==> src/design/ulm_defs.vh <==
// register map, field positions, reset values and timing counts of the line/modem status block
`ifndef ULM_DEFS_VH
`define ULM_DEFS_VH

// byte addresses on the register bus
`define ULM_RXBUF_ADDR 32'h5000_1100
`define ULM_CTRL_ADDR 32'h5000_1104
`define ULM_LINE_STATUS_ADDR 32'h5000_1114
`define ULM_MODEM_STATUS_ADDR 32'h5000_1118

// line_status fields
`define ULM_LS_DATA_READY 0
`define ULM_LS_OVERRUN 1
`define ULM_LS_PARITY_ERR 2
`define ULM_LS_FRAMING_ERR 3
`define ULM_LS_BREAK 4

// modem_status fields
`define ULM_MS_CTS_DELTA 0
`define ULM_MS_RING_TRAIL 2
`define ULM_MS_DCD_DELTA 3
`define ULM_MS_CTS 4
`define ULM_MS_RING 6
`define ULM_MS_DCD 7

// control register fields
`define ULM_CTL_FIFO_EN 0
`define ULM_CTL_PARITY_EN 1
`define ULM_CTL_RTS 2
`define ULM_CTL_USER_OUTPUT_ONE 3
`define ULM_CTL_USER_OUTPUT_TWO 4
`define ULM_CTL_LOOP 5
`define ULM_CTL_W 6

// reset values
`define ULM_CTL_RST 6'h00
`define ULM_SYNC_RST 4'hF
`define ULM_FLAG_RST 3'h0

// receiver timing: oversample tick counts within a bit, and core clocks per oversample tick
`define ULM_OS_MID 4'h7
`define ULM_OS_LAST 4'hF
`define ULM_SAMPLE_DIV 11

`endif

==> src/design/ulm_status.v <==
// line and modem status block: receiver, receive fifo, status flags and APB registers
//
// Design decision made here: the APB slave port.
`timescale 1ns/1ns
`include "ulm_defs.vh"
// ----------------------------------------------------------------
// What this block does
// framing error flag sets when the stop bit samples low.
// after a framing error that is not a break the low stop is taken as the next start bit.
// a detected break also sets framing and parity error flags.
// the parity error flag sets only while parity enable is set, or on a detected break.
// in fifo mode error bits travel with the character and show at the head.
// reading line status clears framing, parity and overrun flags.
// non-fifo: new character over an unread one sets overrun and overwrites.
// fifo mode: character into a full fifo sets overrun and is dropped.
// data ready shows a character is available; clears on read or fifo empty.
// carrier detect status is the inverse of the active-low carrier input.
// in loopback carrier detect status follows user output two.
// ring status is the inverted ring input, or user output one in loopback.
// clear-to-send status is the inverted input, or rts in loopback.
// carrier delta sets on any carrier change, clears on modem status read.
// carrier asserted across reset sets the carrier delta after release.
// in loopback carrier delta records changes of user output two.
// ring trailing flag sets when ring goes inactive; modem status read clears.
// in loopback ring trailing flag sets on user output one falling.
// fifo mode is in effect while the fifo enable bit is one.
// reading line status also clears the break indication flag.
// clear-to-send delta records any change and clears on modem status read.
// reserved bits read zero; clear-on-read keeps events from the same cycle.
// modem inputs are synchronised before feeding status and delta logic.
// ----------------------------------------------------------------
module ulm_status #(
  parameter SAMPLE_DIV = `ULM_SAMPLE_DIV,
  parameter FIFO_AW = 4
) (
  // clock and reset
  input wire core_clk,
  input wire rstn,
  // apb slave
  input wire psel,
  input wire penable,
  input wire pwrite,
  input wire [31:0] paddr,
  input wire [31:0] pwdata,
  output wire pready,
  output wire [31:0] prdata,
  output wire pslverr,
  // serial line and modem inputs, active low
  input wire rxd_in,
  input wire dcd_in_low,
  input wire ring_in_low,
  input wire cts_in_low,
  // modem outputs, active low
  output wire rts_out_low,
  output wire user_user_output_one_low,
  output wire user_user_output_two_low
);

  localparam SEL_NONE = 3'h0;
  localparam SEL_RXBUF = 3'h1;
  localparam SEL_CTRL = 3'h2;
  localparam SEL_LS = 3'h3;
  localparam SEL_MS = 3'h4;
  localparam RX_IDLE = 3'h0;
  localparam RX_START = 3'h1;
  localparam RX_DATA = 3'h2;
  localparam RX_PAR = 3'h3;
  localparam RX_STOP = 3'h4;
  localparam RX_BRK = 3'h5;
  localparam DEPTH = 1 << FIFO_AW;
  localparam [31:0] DIV_LAST_W = SAMPLE_DIV - 1;
  localparam [15:0] DIV_LAST = DIV_LAST_W[15:0];

  function [2:0] reg_sel;
    input [31:0] a;
    begin
      case (a)
        `ULM_RXBUF_ADDR: reg_sel = SEL_RXBUF;
        `ULM_CTRL_ADDR: reg_sel = SEL_CTRL;
        `ULM_LINE_STATUS_ADDR: reg_sel = SEL_LS;
        `ULM_MODEM_STATUS_ADDR: reg_sel = SEL_MS;
        default: reg_sel = SEL_NONE;
      endcase
    end
  endfunction

  // ----------------------------------------------------------------
  // input synchronisers
  // ----------------------------------------------------------------
  // order {cts, ring, dcd, rxd}; reset value is the idle/inactive level
  reg [3:0] s1_reg;
  reg [3:0] s2_reg;
  reg [3:0] s3_reg;
  reg [3:0] filt_reg;
  wire [3:0] agree = ~(s2_reg ^ s3_reg);
  wire [3:0] filt_next = (agree & s2_reg) | (~agree & filt_reg);

  always @(posedge core_clk or negedge rstn) begin
    if (!rstn) begin
      s1_reg <= `ULM_SYNC_RST;
      s2_reg <= `ULM_SYNC_RST;
      s3_reg <= `ULM_SYNC_RST;
      filt_reg <= `ULM_SYNC_RST;
    end else begin
      s1_reg <= {cts_in_low, ring_in_low, dcd_in_low, rxd_in};
      s2_reg <= s1_reg;
      s3_reg <= s2_reg;
      filt_reg <= filt_next;
    end
  end
  wire rx_line = filt_reg[0];

  // ----------------------------------------------------------------
  // apb decode
  // ----------------------------------------------------------------
  reg pready_reg;
  reg [31:0] prdata_reg;
  reg pslverr_reg;
  reg [`ULM_CTL_W-1:0] ctl_reg;

  wire [2:0] sel = reg_sel(paddr);
  wire access = psel & penable;
  wire first = access & ~pready_reg;
  wire done = access & pready_reg;
  wire rd_done = done & ~pwrite;
  wire ctl_wr = done & pwrite & (sel == SEL_CTRL);
  wire ls_read = rd_done & (sel == SEL_LS);
  wire ms_read = rd_done & (sel == SEL_MS);
  wire rb_read = rd_done & (sel == SEL_RXBUF);

  wire fifo_en = ctl_reg[`ULM_CTL_FIFO_EN];
  wire par_en = ctl_reg[`ULM_CTL_PARITY_EN];
  wire loop = ctl_reg[`ULM_CTL_LOOP];
  // a change of mode empties both holding paths
  wire flush = ctl_wr & (pwdata[`ULM_CTL_FIFO_EN] != fifo_en);

  // ----------------------------------------------------------------
  // receiver
  // ----------------------------------------------------------------
  reg [15:0] div_reg;
  reg [2:0] rx_st_reg;
  reg [3:0] os_reg;
  reg [2:0] bit_reg;
  reg [7:0] shift_reg;
  reg par_bit_reg;
  reg done_reg;
  reg [2:0] err_reg;
  wire tick = (div_reg == DIV_LAST);
  wire os_end = tick & (os_reg == `ULM_OS_LAST);
  wire stop_bad = ~rx_line;
  wire brk = stop_bad & (shift_reg == 8'h00) & ~(par_en & par_bit_reg);
  wire par_bad = par_en & (^shift_reg ^ par_bit_reg);
  always @(posedge core_clk or negedge rstn) begin
    if (!rstn) begin
      div_reg <= 16'h0000;
      rx_st_reg <= RX_IDLE;
      os_reg <= 4'h0;
      bit_reg <= 3'h0;
      shift_reg <= 8'h00;
      par_bit_reg <= 1'h0;
      done_reg <= 1'h0;
      err_reg <= `ULM_FLAG_RST;
    end else begin
      div_reg <= tick ? 16'h0000 : div_reg + 16'h0001;
      done_reg <= 1'h0;
      if (tick) begin
        os_reg <= os_reg + 4'h1;
      end
      case (rx_st_reg)
        RX_IDLE: begin
          os_reg <= 4'h0;
          if (tick & ~rx_line) begin
            rx_st_reg <= RX_START;
          end
        end
        RX_START: begin
          if (tick & (os_reg == `ULM_OS_MID)) begin
            os_reg <= 4'h0;
            bit_reg <= 3'h0;
            rx_st_reg <= rx_line ? RX_IDLE : RX_DATA;
          end
        end
        RX_DATA: begin
          if (os_end) begin
            shift_reg <= {rx_line, shift_reg[7:1]};
            bit_reg <= bit_reg + 3'h1;
            if (bit_reg == 3'h7) begin
              rx_st_reg <= par_en ? RX_PAR : RX_STOP;
            end
          end
        end
        RX_PAR: begin
          if (os_end) begin
            par_bit_reg <= rx_line;
            rx_st_reg <= RX_STOP;
          end
        end
        RX_STOP: begin
          if (os_end) begin
            done_reg <= 1'h1;
            // {break, framing, parity}
            err_reg <= {brk, stop_bad | brk, par_bad | brk};
            bit_reg <= 3'h0;
            par_bit_reg <= 1'h0;
            if (brk) begin
              // one character per break: wait for the line to go idle
              rx_st_reg <= RX_BRK;
            end else if (stop_bad) begin
              // the low stop sample acts as the middle of a new start bit
              os_reg <= 4'h0;
              rx_st_reg <= RX_DATA;
            end else begin
              rx_st_reg <= RX_IDLE;
            end
          end
        end
        RX_BRK: begin
          if (rx_line) begin
            rx_st_reg <= RX_IDLE;
          end
        end
        default: rx_st_reg <= RX_IDLE;
      endcase
    end
  end

  // ----------------------------------------------------------------
  // receive fifo and holding register
  // ----------------------------------------------------------------
  reg [10:0] mem [0:DEPTH-1];
  reg [FIFO_AW-1:0] wr_ptr_reg;
  reg [FIFO_AW-1:0] rd_ptr_reg;
  reg [FIFO_AW:0] cnt_reg;
  reg [7:0] rbr_reg;
  reg rbr_valid_reg;
  wire [10:0] entry = {err_reg, shift_reg};
  wire full = (cnt_reg == DEPTH);
  wire push = done_reg & fifo_en & ~full;
  wire pop = rb_read & fifo_en & (cnt_reg != 0);
  wire [FIFO_AW-1:0] rd_ptr_nx = rd_ptr_reg + 1'b1;
  wire reveal_push = push & ((cnt_reg == 0) | (pop & (cnt_reg == 1)));
  wire reveal_pop = pop & (cnt_reg > 1);
  wire [10:0] reveal = reveal_push ? entry : mem[rd_ptr_nx];
  wire ovr_fifo = done_reg & fifo_en & full;
  wire ovr_nf = done_reg & ~fifo_en & rbr_valid_reg & ~rb_read;
  wire nf_load = done_reg & ~fifo_en;
  always @(posedge core_clk) begin
    if (push) begin
      mem[wr_ptr_reg] <= entry;
    end
  end
  always @(posedge core_clk or negedge rstn) begin
    if (!rstn) begin
      wr_ptr_reg <= {FIFO_AW{1'b0}};
      rd_ptr_reg <= {FIFO_AW{1'b0}};
      cnt_reg <= {(FIFO_AW+1){1'b0}};
      rbr_reg <= 8'h00;
      rbr_valid_reg <= 1'h0;
    end else if (flush) begin
      wr_ptr_reg <= {FIFO_AW{1'b0}};
      rd_ptr_reg <= {FIFO_AW{1'b0}};
      cnt_reg <= {(FIFO_AW+1){1'b0}};
      rbr_valid_reg <= 1'h0;
    end else begin
      if (push) begin
        wr_ptr_reg <= wr_ptr_reg + 1'b1;
      end
      if (pop) begin
        rd_ptr_reg <= rd_ptr_nx;
      end
      if (push & ~pop) begin
        cnt_reg <= cnt_reg + 1'b1;
      end else if (pop & ~push) begin
        cnt_reg <= cnt_reg - 1'b1;
      end
      if (nf_load) begin
        rbr_reg <= shift_reg;
        rbr_valid_reg <= 1'h1;
      end else if (rb_read) begin
        rbr_valid_reg <= 1'h0;
      end
    end
  end

  // ----------------------------------------------------------------
  // line status flags
  // ----------------------------------------------------------------
  reg [2:0] lerr_reg;
  reg ovr_reg;
  // {break, framing, parity} events, at arrival or when revealed at the head
  wire [2:0] err_set = fifo_en ? ((reveal_push | reveal_pop) ? reveal[10:8] : 3'h0)
                               : (nf_load ? err_reg : 3'h0);
  // only the bits actually returned by the read are cleared
  wire [2:0] err_clr = ls_read ? {prdata_reg[`ULM_LS_BREAK], prdata_reg[`ULM_LS_FRAMING_ERR],
                                  prdata_reg[`ULM_LS_PARITY_ERR]} : 3'h0;
  wire ovr_clr = ls_read & prdata_reg[`ULM_LS_OVERRUN];
  wire data_ready = fifo_en ? (cnt_reg != 0) : rbr_valid_reg;

  always @(posedge core_clk or negedge rstn) begin
    if (!rstn) begin
      lerr_reg <= `ULM_FLAG_RST;
      ovr_reg <= 1'h0;
    end else begin
      lerr_reg <= (lerr_reg & ~err_clr) | err_set;
      ovr_reg <= (ovr_reg & ~ovr_clr) | ovr_fifo | ovr_nf;
    end
  end

  // ----------------------------------------------------------------
  // modem status
  // ----------------------------------------------------------------
  wire dcd_now = loop ? ctl_reg[`ULM_CTL_USER_OUTPUT_TWO] : ~filt_reg[1];
  wire ring_now = loop ? ctl_reg[`ULM_CTL_USER_OUTPUT_ONE] : ~filt_reg[2];
  wire cts_now = loop ? ctl_reg[`ULM_CTL_RTS] : ~filt_reg[3];
  reg [2:0] mprev_reg;
  reg [2:0] mdelta_reg;
  // {cts delta, ring trailing edge, carrier delta}
  wire [2:0] mset;
  // previous level resets inactive: an input held asserted through reset reads as a change
  assign mset[0] = dcd_now ^ mprev_reg[0];
  assign mset[1] = mprev_reg[1] & ~ring_now;
  assign mset[2] = cts_now ^ mprev_reg[2];
  wire [2:0] mclr = ms_read ? {prdata_reg[`ULM_MS_CTS_DELTA], prdata_reg[`ULM_MS_RING_TRAIL],
                               prdata_reg[`ULM_MS_DCD_DELTA]} : 3'h0;

  always @(posedge core_clk or negedge rstn) begin
    if (!rstn) begin
      mprev_reg <= `ULM_FLAG_RST;
      mdelta_reg <= `ULM_FLAG_RST;
    end else begin
      mprev_reg <= {cts_now, ring_now, dcd_now};
      mdelta_reg <= (mdelta_reg & ~mclr) | mset;
    end
  end

  // ----------------------------------------------------------------
  // register read and write
  // ----------------------------------------------------------------
  reg [31:0] rd_mux;
  always @* begin
    rd_mux = 32'h0000_0000;
    case (sel)
      SEL_RXBUF: rd_mux[7:0] = fifo_en ? mem[rd_ptr_reg][7:0] : rbr_reg;
      SEL_CTRL: rd_mux[`ULM_CTL_W-1:0] = ctl_reg;
      SEL_LS: begin
        rd_mux[`ULM_LS_DATA_READY] = data_ready;
        rd_mux[`ULM_LS_OVERRUN] = ovr_reg;
        rd_mux[`ULM_LS_PARITY_ERR] = lerr_reg[0];
        rd_mux[`ULM_LS_FRAMING_ERR] = lerr_reg[1];
        rd_mux[`ULM_LS_BREAK] = lerr_reg[2];
      end
      SEL_MS: begin
        rd_mux[`ULM_MS_CTS_DELTA] = mdelta_reg[2];
        rd_mux[`ULM_MS_RING_TRAIL] = mdelta_reg[1];
        rd_mux[`ULM_MS_DCD_DELTA] = mdelta_reg[0];
        rd_mux[`ULM_MS_CTS] = cts_now;
        rd_mux[`ULM_MS_RING] = ring_now;
        rd_mux[`ULM_MS_DCD] = dcd_now;
      end
      default: rd_mux = 32'h0000_0000;
    endcase
  end
  reg rts_low_reg;
  reg user_output_one_low_reg;
  reg user_output_two_low_reg;
  // one wait state: capture in the first access cycle, side effects on the completing edge
  always @(posedge core_clk or negedge rstn) begin
    if (!rstn) begin
      pready_reg <= 1'h0;
      prdata_reg <= 32'h0000_0000;
      pslverr_reg <= 1'h0;
      ctl_reg <= `ULM_CTL_RST;
      rts_low_reg <= 1'h1;
      user_output_one_low_reg <= 1'h1;
      user_output_two_low_reg <= 1'h1;
    end else begin
      pready_reg <= first;
      pslverr_reg <= first & (sel == SEL_NONE);
      if (first) begin
        prdata_reg <= pwrite ? 32'h0000_0000 : rd_mux;
      end
      if (ctl_wr) begin
        ctl_reg <= pwdata[`ULM_CTL_W-1:0];
      end
      // in loopback the modem outputs are parked inactive
      rts_low_reg <= loop | ~ctl_reg[`ULM_CTL_RTS];
      user_output_one_low_reg <= loop | ~ctl_reg[`ULM_CTL_USER_OUTPUT_ONE];
      user_output_two_low_reg <= loop | ~ctl_reg[`ULM_CTL_USER_OUTPUT_TWO];
    end
  end

  assign pready = pready_reg;
  assign prdata = prdata_reg;
  assign pslverr = pslverr_reg;
  assign rts_out_low = rts_low_reg;
  assign user_user_output_one_low = user_output_one_low_reg;
  assign user_user_output_two_low = user_output_two_low_reg;
endmodule

==> config.mk <==
export PLATFORM = sky130hd
export DESIGN_NAME = ulm_status
export DESIGN_NICKNAME = d
export VERILOG_FILES = /design/src/design/ulm_status.v
export VERILOG_INCLUDE_DIRS = /design/src /design/src/design
export SDC_FILE = /design/constraint.sdc
export NUM_CORES = 1
export LEC_CHECK = 0
export BUFFER_PORTS_ARGS = -buffer_cell sky130_fd_sc_hd__clkbuf_2
export CAP_MARGIN = 10
export CELL_PAD_IN_SITES_DETAIL_PLACEMENT = 0
export CELL_PAD_IN_SITES_GLOBAL_PLACEMENT = 1
export CORE_ASPECT_RATIO = 1.4
export CORE_MARGIN = 1.5
export CORE_UTILIZATION = 40
export DETAILED_ROUTE_END_ITERATION = 16
export PLACE_DENSITY_LB_ADDON = 0.1
export SLEW_MARGIN = 20
export SYNTH_ARGS = -nofsm -noshare
export SYNTH_HDL_FRONTEND = slang
export SYNTH_SLANG_ARGS = --single-unit
==> constraint.sdc <==
create_clock -name core_clk -period 5.16 [get_ports core_clk]
set_input_delay 0.774 -clock core_clk [delete_from_list [all_inputs] [get_ports core_clk]]
set_output_delay 0.774 -clock core_clk [all_outputs]
set_load 0.02 [all_outputs]
==> results of run 1 <==
-- through the flow --
step	hold slack, ns	power [W]	area (µm²)	utilization	std cells
after floorplan	0.345	0.00260	12300	-	837
after global placement	0.346	0.00265	12800	0.427	1229
after detailed placement	0.347	0.00266	12800	0.427	1229
after CTS	0.256	0.00488	13800	0.461	1283
after global routing	0.267	0.00498	13900	0.461	1283
final	0.286	0.00482	13900	0.461	1283
-- worst register-to-register path: cells and delay by family (launching register included) --
| kind | cells | cell delay [ns] |
|---|---|---|
| flip-flops | 1 | 0.67 |
| AO/OA/AOI/OAI | 3 | 0.79 |
| buffers and inverters | 1 | 0.59 |
| AND/OR/NAND/NOR | 1 | 0.14 |
| multiplexers | 1 | 0.61 |
-- final cells by class --
class | count | area share
flip-flops and latches | 282 | 0.575
multi-input cells | 469 | 0.285
clock buffers | 35 | 0.0555
well taps | 385 | 0.0348
repair buffers | 65 | 0.0248
clock inverters | 19 | 0.0176
inverters | 28 | 0.00759
-- metal layers --
metal / global-route usage / part of all wire
met5: 0 / 0
met4: 0.0690 / 0.029
met3: 0.0234 / 0.047
met2: 0.331 / 0.54
met1: 0.213 / 0.38
-- cell families after synthesis --
kind of cell | after synthesis | share of synthesized area
flops | 282 | 0.650
buf+inv | 86 | 0.0365
simple gates | 212 | 0.0956
xor+xnor | 38 | 0.0272
mux | 80 | 0.118
fa+ha+maj | 21 | 0.0206
other cells | 1 | 0.000306
compound gates | 94 | 0.0525
-- power by group --
part | leakage [nW] | internal [W] | switching (W) | total (W)
logic | 1.54 | 0.0000571 | 0.000112 | 0.000169
registers | 2.51 | 0.00241 | 0.0000340 | 0.00244
clock network | 0.488 | 0.00132 | 0.000895 | 0.00221
total | 4.54 | 0.00378 | 0.00104 | 0.00482
-- final timing paths --
kind	to	slack, ns	depth (start not counted)
max	prdata[4]	2.24	6
min in group core_clk	s1_reg[2]	0.29	1
min reg2reg	s2_reg[2]	0.36	0
max reg2reg	prdata[4]	2.24	6
min	cnt_reg[2]	0.29	1
max in group asynchronous	os_reg[0]	3.70	2
-- cell usage in the layout (no fill, tap or decap), types with 11 or more instances in the layout --
master,instances
edfxtp_1,176
dfrtp_1,86
nand2_1,58
clkbuf_2,58
mux4_2,48
nor2_1,44
clkbuf_16,29
inv_1,27
o21ai_0,26
conb_1,24
xnor2_1,23
a21oi_1,20
mux2i_1,20
dfstp_2,19
ha_1,17
nand4_1,15
xor2_1,15
nand3_1,14
and2_1,13
nor3_1,11
==> out/qor.yml, run 1 <==
drt:
  firstDrtPassIters: 4
  avgViaCountPerCell: 5.37
  num_vias: 6895
  finalWirelength_um: 27700
  drtAntennaViolNets: 0
  wl_per_cell_um: 21.6
  drc_errors: 0
  drt_iter0_drc: 557
synthesis:
  synth_flop_cell: "edfxtp_1"
  synth_most_common_cell: "edfxtp_1"
  yosysSeqAreaShare: 0.650
  yosysTopAreaCell: "edfxtp_1"
  synth_edf_count: 176
  synth_common_cells: "176 x edfxtp_1, 87 x dfrtp_1, 58 x nand2_1, 48 x mux4_2, 44 x nor2_1"
  synth_top_cell_area_share: 0.431
  yosys_warnings: 0
  synthTopCellsByArea: "edfxtp_1 43%, dfrtp_1 18%, mux4_2 8.8%, dfstp_2 4.1%, buf_4 1.9%"
  ys_types: 68
  syn_avg_cell_area_um2: 15.1
  syn_inst: 814
  ys_ff_latch: 282
  syn_area_mm2: 0.0123
  async_reset_ff_frac: 0.376
critical_path:
  path_cells: "buf_4, mux4_2, nor2b_1, a211oi_1, a21oi_1, a221o_1"
  start_kind: "flip-flop"
  crit_start: "rd_ptr_reg[0]"
  endpoint_kind: "flip-flop"
  reg2reg_from: "rd_ptr_reg[0]"
  crit_required_ns: 5.61
  arrival_ns: 3.37
  path_buf_inv: 1
  critPathSlowestCell: "dfrtp_2"
  critPathMaxFanout: 32
  critPathKind: "flip-flop to flip-flop"
  slowest_delay_ns: 0.67
  critPathTopFamily: "compound AO/OA/AOI/OAI gates"
grt:
  grt_pass1_vias: 7298
  antenna_found_initial: 0
  grt_usage: 0.181
  grt_first_pass_wirelength_um: 42600
  grt-ovfl-total: 0
  grt_max_degree: 65
clock_tree:
  clk_pin_slew_worst_paths_ns: 0.07
  cts_tree: "done"
  cts_sinks: 282
  cts_setup_buffers: 0
  cts_resized: 0
  htreeDepth: 1
  clock-root-buffer: "clkbuf_16"
  hold_buffers: 0
  insertion_delay_ns: 0.56
  cts_buffers: 29
  clk_path_buf_depth: 3
placed_design:
  gp_congestion: 0.789
  portBuffers: 59
  dp_slack_ns: 1.77
  dpl.hpwl_um: 18400
timing:
  max-slew-margin-rel: 0.280
  maxSlewViolCount: 0
  rsz0062_at_grt: "no"
  setup-violations-final: 0
  tns_ns: 0
  fmax_ghz: 0.343
  worst_pin_slew_ns: 1.08
  finClkSkew_ns: 0.0128
  min_period_ns: 2.92
  hold_viol: 0
  fin_ws_ns: 2.24
  post-route-period-util: 0.565
min_path:
  hp-class: "input pin to asynchronous set/reset pin"
floorplan:
  start_util: 0.408
  die_w_um: 151
  fp-row-count: 75
  io_pins: 110
  die_area_mm2: 0.0317
  die_height_um: 210
  core_area_mm2: 0.0300
pwr:
  power.density_mw_per_mm2: 348
  p_leak_nw: 4.54
  max-vdd-ir-drop_uv: 213
final_layout:
  antennaDiodeCount: 0
  drive_gt1_frac: 0.236
  fillers: 2647
  nNetsFinal: 965
  multi_input_area_mm2: 0.00395
  regArea_mm2: 0.00796
  area_growth_pct: 13.0
  largest_reg_flops: 176
run_status:
  outcome: "completed"
flow_run:
  max_cap_violations: 0
Power figures use the tool's default switching activity.
==> run 2: changes to the inputs <==
clock period = 2.8 ns   (was 5.16 ns; I/O delays follow)
==> run 2 against run 1 <==
  * Critical path depth unchanged
  * Design area up 1.6%
  * Cell count up 2.7%
  * Largest power group unchanged
==> out/qor.yml, run 2 (same netlist as run 1, synthesis figures left out) <==
placed_design:
  gp_congestion: 0.836  # was 0.789
  dpl.hpwl_um: 19200  # was 18400 µm
  dp_slack_ns: 0.0904  # was 1.77 ns
  portBuffers: 59  # unchanged
drt:
  drc_errors: 0  # unchanged
  finalWirelength_um: 28100  # was 27700 µm
  num_vias: 7019  # was 6895
  firstDrtPassIters: 4  # unchanged
  avgViaCountPerCell: 5.33  # was 5.37
  wl_per_cell_um: 21.3  # was 21.6 µm
  drtAntennaViolNets: 0  # unchanged
  drt_iter0_drc: 390  # was 557
floorplan:
  die_height_um: 210  # unchanged
  fp-row-count: 75  # unchanged
  die_w_um: 151  # unchanged
  core_area_mm2: 0.0300  # unchanged
  start_util: 0.408  # unchanged
  io_pins: 110  # unchanged
  die_area_mm2: 0.0317  # unchanged
final_layout:
  nNetsFinal: 1001  # was 965
  area_growth_pct: 14.9  # was 13.0%
  largest_reg_flops: 176  # unchanged
  antennaDiodeCount: 0  # unchanged
  final_common_cell: "edfxtp_1"  # unchanged
  mostFrequentLayoutCells: "176 x edfxtp_1, 86 x dfrtp_1, 58 x nand2_1, 58 x clkbuf_2, 48 x mux4_2"  # unchanged
  drive_gt1_frac: 0.260  # was 0.236
grt:
  antenna_found_initial: 0  # unchanged
  grt_max_degree: 54  # was 65
  grt_pass1_vias: 7507  # was 7298
  grt_first_pass_wirelength_um: 43500  # was 42600 µm
  grt-ovfl-total: 0  # unchanged
  grt_usage: 0.183  # was 0.181
critical_path:
  arrival_ns: 2.79  # was 3.37 ns
  start_kind: "flip-flop"  # unchanged
  path_cells: "inv_1, ha_1, nor3b_1, a21o_1, nor3b_1, and2_1"  # was buf_4, mux4_2, nor2b_1, a211oi_1, a21oi_1, a221o_1
  endpoint_kind: "flip-flop"  # unchanged
  path_buf_inv: 1  # unchanged
  critPathKind: "flip-flop to flip-flop"  # unchanged
  slowest_delay_ns: 0.75  # was 0.67 ns
  critPathMaxFanout: 11  # was 32
  cp.depth: 6  # unchanged
  reg2reg_from: "cnt_reg[0]"  # was rd_ptr_reg[0]
  endpoint: "mem[11][1]"  # was prdata[4]
  crit_required_ns: 2.97  # was 5.61 ns
  reg2reg_to: "mem[11][1]"  # was prdata[4]
  critPathTopFamily: "simple AND/OR/NAND/NOR gates"  # was compound AO/OA/AOI/OAI gates
  cp_common_cell: "nor3b_1"
  ff2ff_setup_slack_ns: 0.18  # was 2.24 ns
  crit_start: "cnt_reg[0]"  # was rd_ptr_reg[0]
  critPathSlowestCell: "and2_1"  # was dfrtp_2
  reg2regPathDepth: 6  # unchanged
clock_tree:
  htreeDepth: 1  # unchanged
  cts_buffers: 29  # unchanged
  clk_pin_slew_worst_paths_ns: 0.06  # was 0.07 ns
  insertion_delay_ns: 0.55  # was 0.56 ns
  cts_sinks: 282  # unchanged
  clock-root-buffer: "clkbuf_16"  # unchanged
  cts_tree: "done"  # unchanged
  clk_path_buf_depth: 3  # unchanged
timing:
  finClkSkew_ns: 0.0130  # was 0.0128 ns
  worst_pin_slew_ns: 1.08  # about the same
  fin_ws_ns: 0.179  # was 2.24 ns
  rsz0062_at_grt: "no"  # unchanged
  post-route-period-util: 0.936  # was 0.565
  hold_viol: 0  # unchanged
  max-slew-margin-rel: 0.274  # was 0.280
  tns_ns: 0  # unchanged
  setup-violations-final: 0  # unchanged
  min_period_ns: 2.62  # was 2.92 ns
  fmax_ghz: 0.382  # was 0.343 GHz
  maxSlewViolCount: 0  # unchanged
run_status:
  outcome: "completed"  # unchanged
min_path:
  hp-class: "input pin to flip-flop"  # was input pin to asynchronous set/reset pin
pwr:
  max-vdd-ir-drop_uv: 408  # was 213 µV
  p_leak_nw: 4.68  # was 4.54 nW
  power.density_mw_per_mm2: 612  # was 348 mW/mm²
flow_run:
  max_cap_violations: 0  # unchanged
run 2: cell types whose count changed in the layout (fill, tap and decap cells not counted), sizes merged:
| cell | change |
|---|---|
| inv | +2 |
| buf | +31 |
| clkinvlp | -3 |
| clkinv | -1 |
| dlygate4sd3 | +5 |
| bufinv | -2 |
| clkbuf | +2 |
run 2: final cells by class:
cell class | instances | area, µm²
Fill cell | 2616 | 16000
Sequential cell | 282 | 7960
Multi-Input combinational cell | 469 | 3950
Clock buffer | 37 | 756
Timing Repair Buffer | 101 | 663
Tap cell | 385 | 482
Clock inverter | 15 | 163
Inverter | 28 | 105
run 2: timing repair:
item / CTS / global route
hold endpoints to repair: 53 / 0
hold buffers: 5 / 0
endpoints found under the setup margin: 0 / 51
buffers inserted: 0 / 0
gates resized for setup: 0 / 5
run 2: through the flow:
stage | hold slack, ns | util | instances | area (µm²) | total power (W)
floorplan | 0.124 | - | 837 | 12300 | 0.00480
global placement | 0.346 | 0.436 | 1260 | 13100 | 0.00490
detailed placement | 0.347 | 0.436 | 1260 | 13100 | 0.00491
CTS | 0.0609 | 0.469 | 1317 | 14100 | 0.00872
global route | 0.0961 | 0.469 | 1317 | 14100 | 0.00891
finish | 0.0858 | 0.469 | 1317 | 14100 | 0.00861
run 2: report_power, final:
| group | switching, W | internal [W] |
|---|---|---|
| sequential | 0.0000648 | 0.00444 |
| clock | 0.00159 | 0.00219 |
| combinational | 0.000207 | 0.000118 |
run 2: tightest hold or removal path, delay by kind of cell:
family                 cells  cell delay (ns)
buffers and inverters      1             0.07
AND/OR/NAND/NOR            1             0.03
AO/OA/AOI/OAI              1             0.06
run 2: worst min-delay path by stage:
stage / startpoint / slack [ns] / endpoint / depth (start not counted)
6_report: pwdata[4] / 0.09 / ctl_reg[4] / 3
5_1_grt: pwdata[2] / 0.1 / ctl_reg[2] / 3
4_1_cts: pwdata[4] / 0.06 / ctl_reg[4] / 3
3_5_place_dp: s1_reg[0] / 0.35 / s2_reg[0] / 0
3_3_place_gp: s1_reg[2] / 0.35 / s2_reg[2] / 0
2_1_floorplan: rstn / 0.12 / bit_reg[0] / 0
run 2: routing by layer:
| metal | part of all wire | global-route usage |
|---|---|---|
| met1 | 0.39 | 0.218 |
| met5 | 0 | 0 |
| met3 | 0.045 | 0.0201 |
| met4 | 0.032 | 0.0686 |
| met2 | 0.53 | 0.336 |
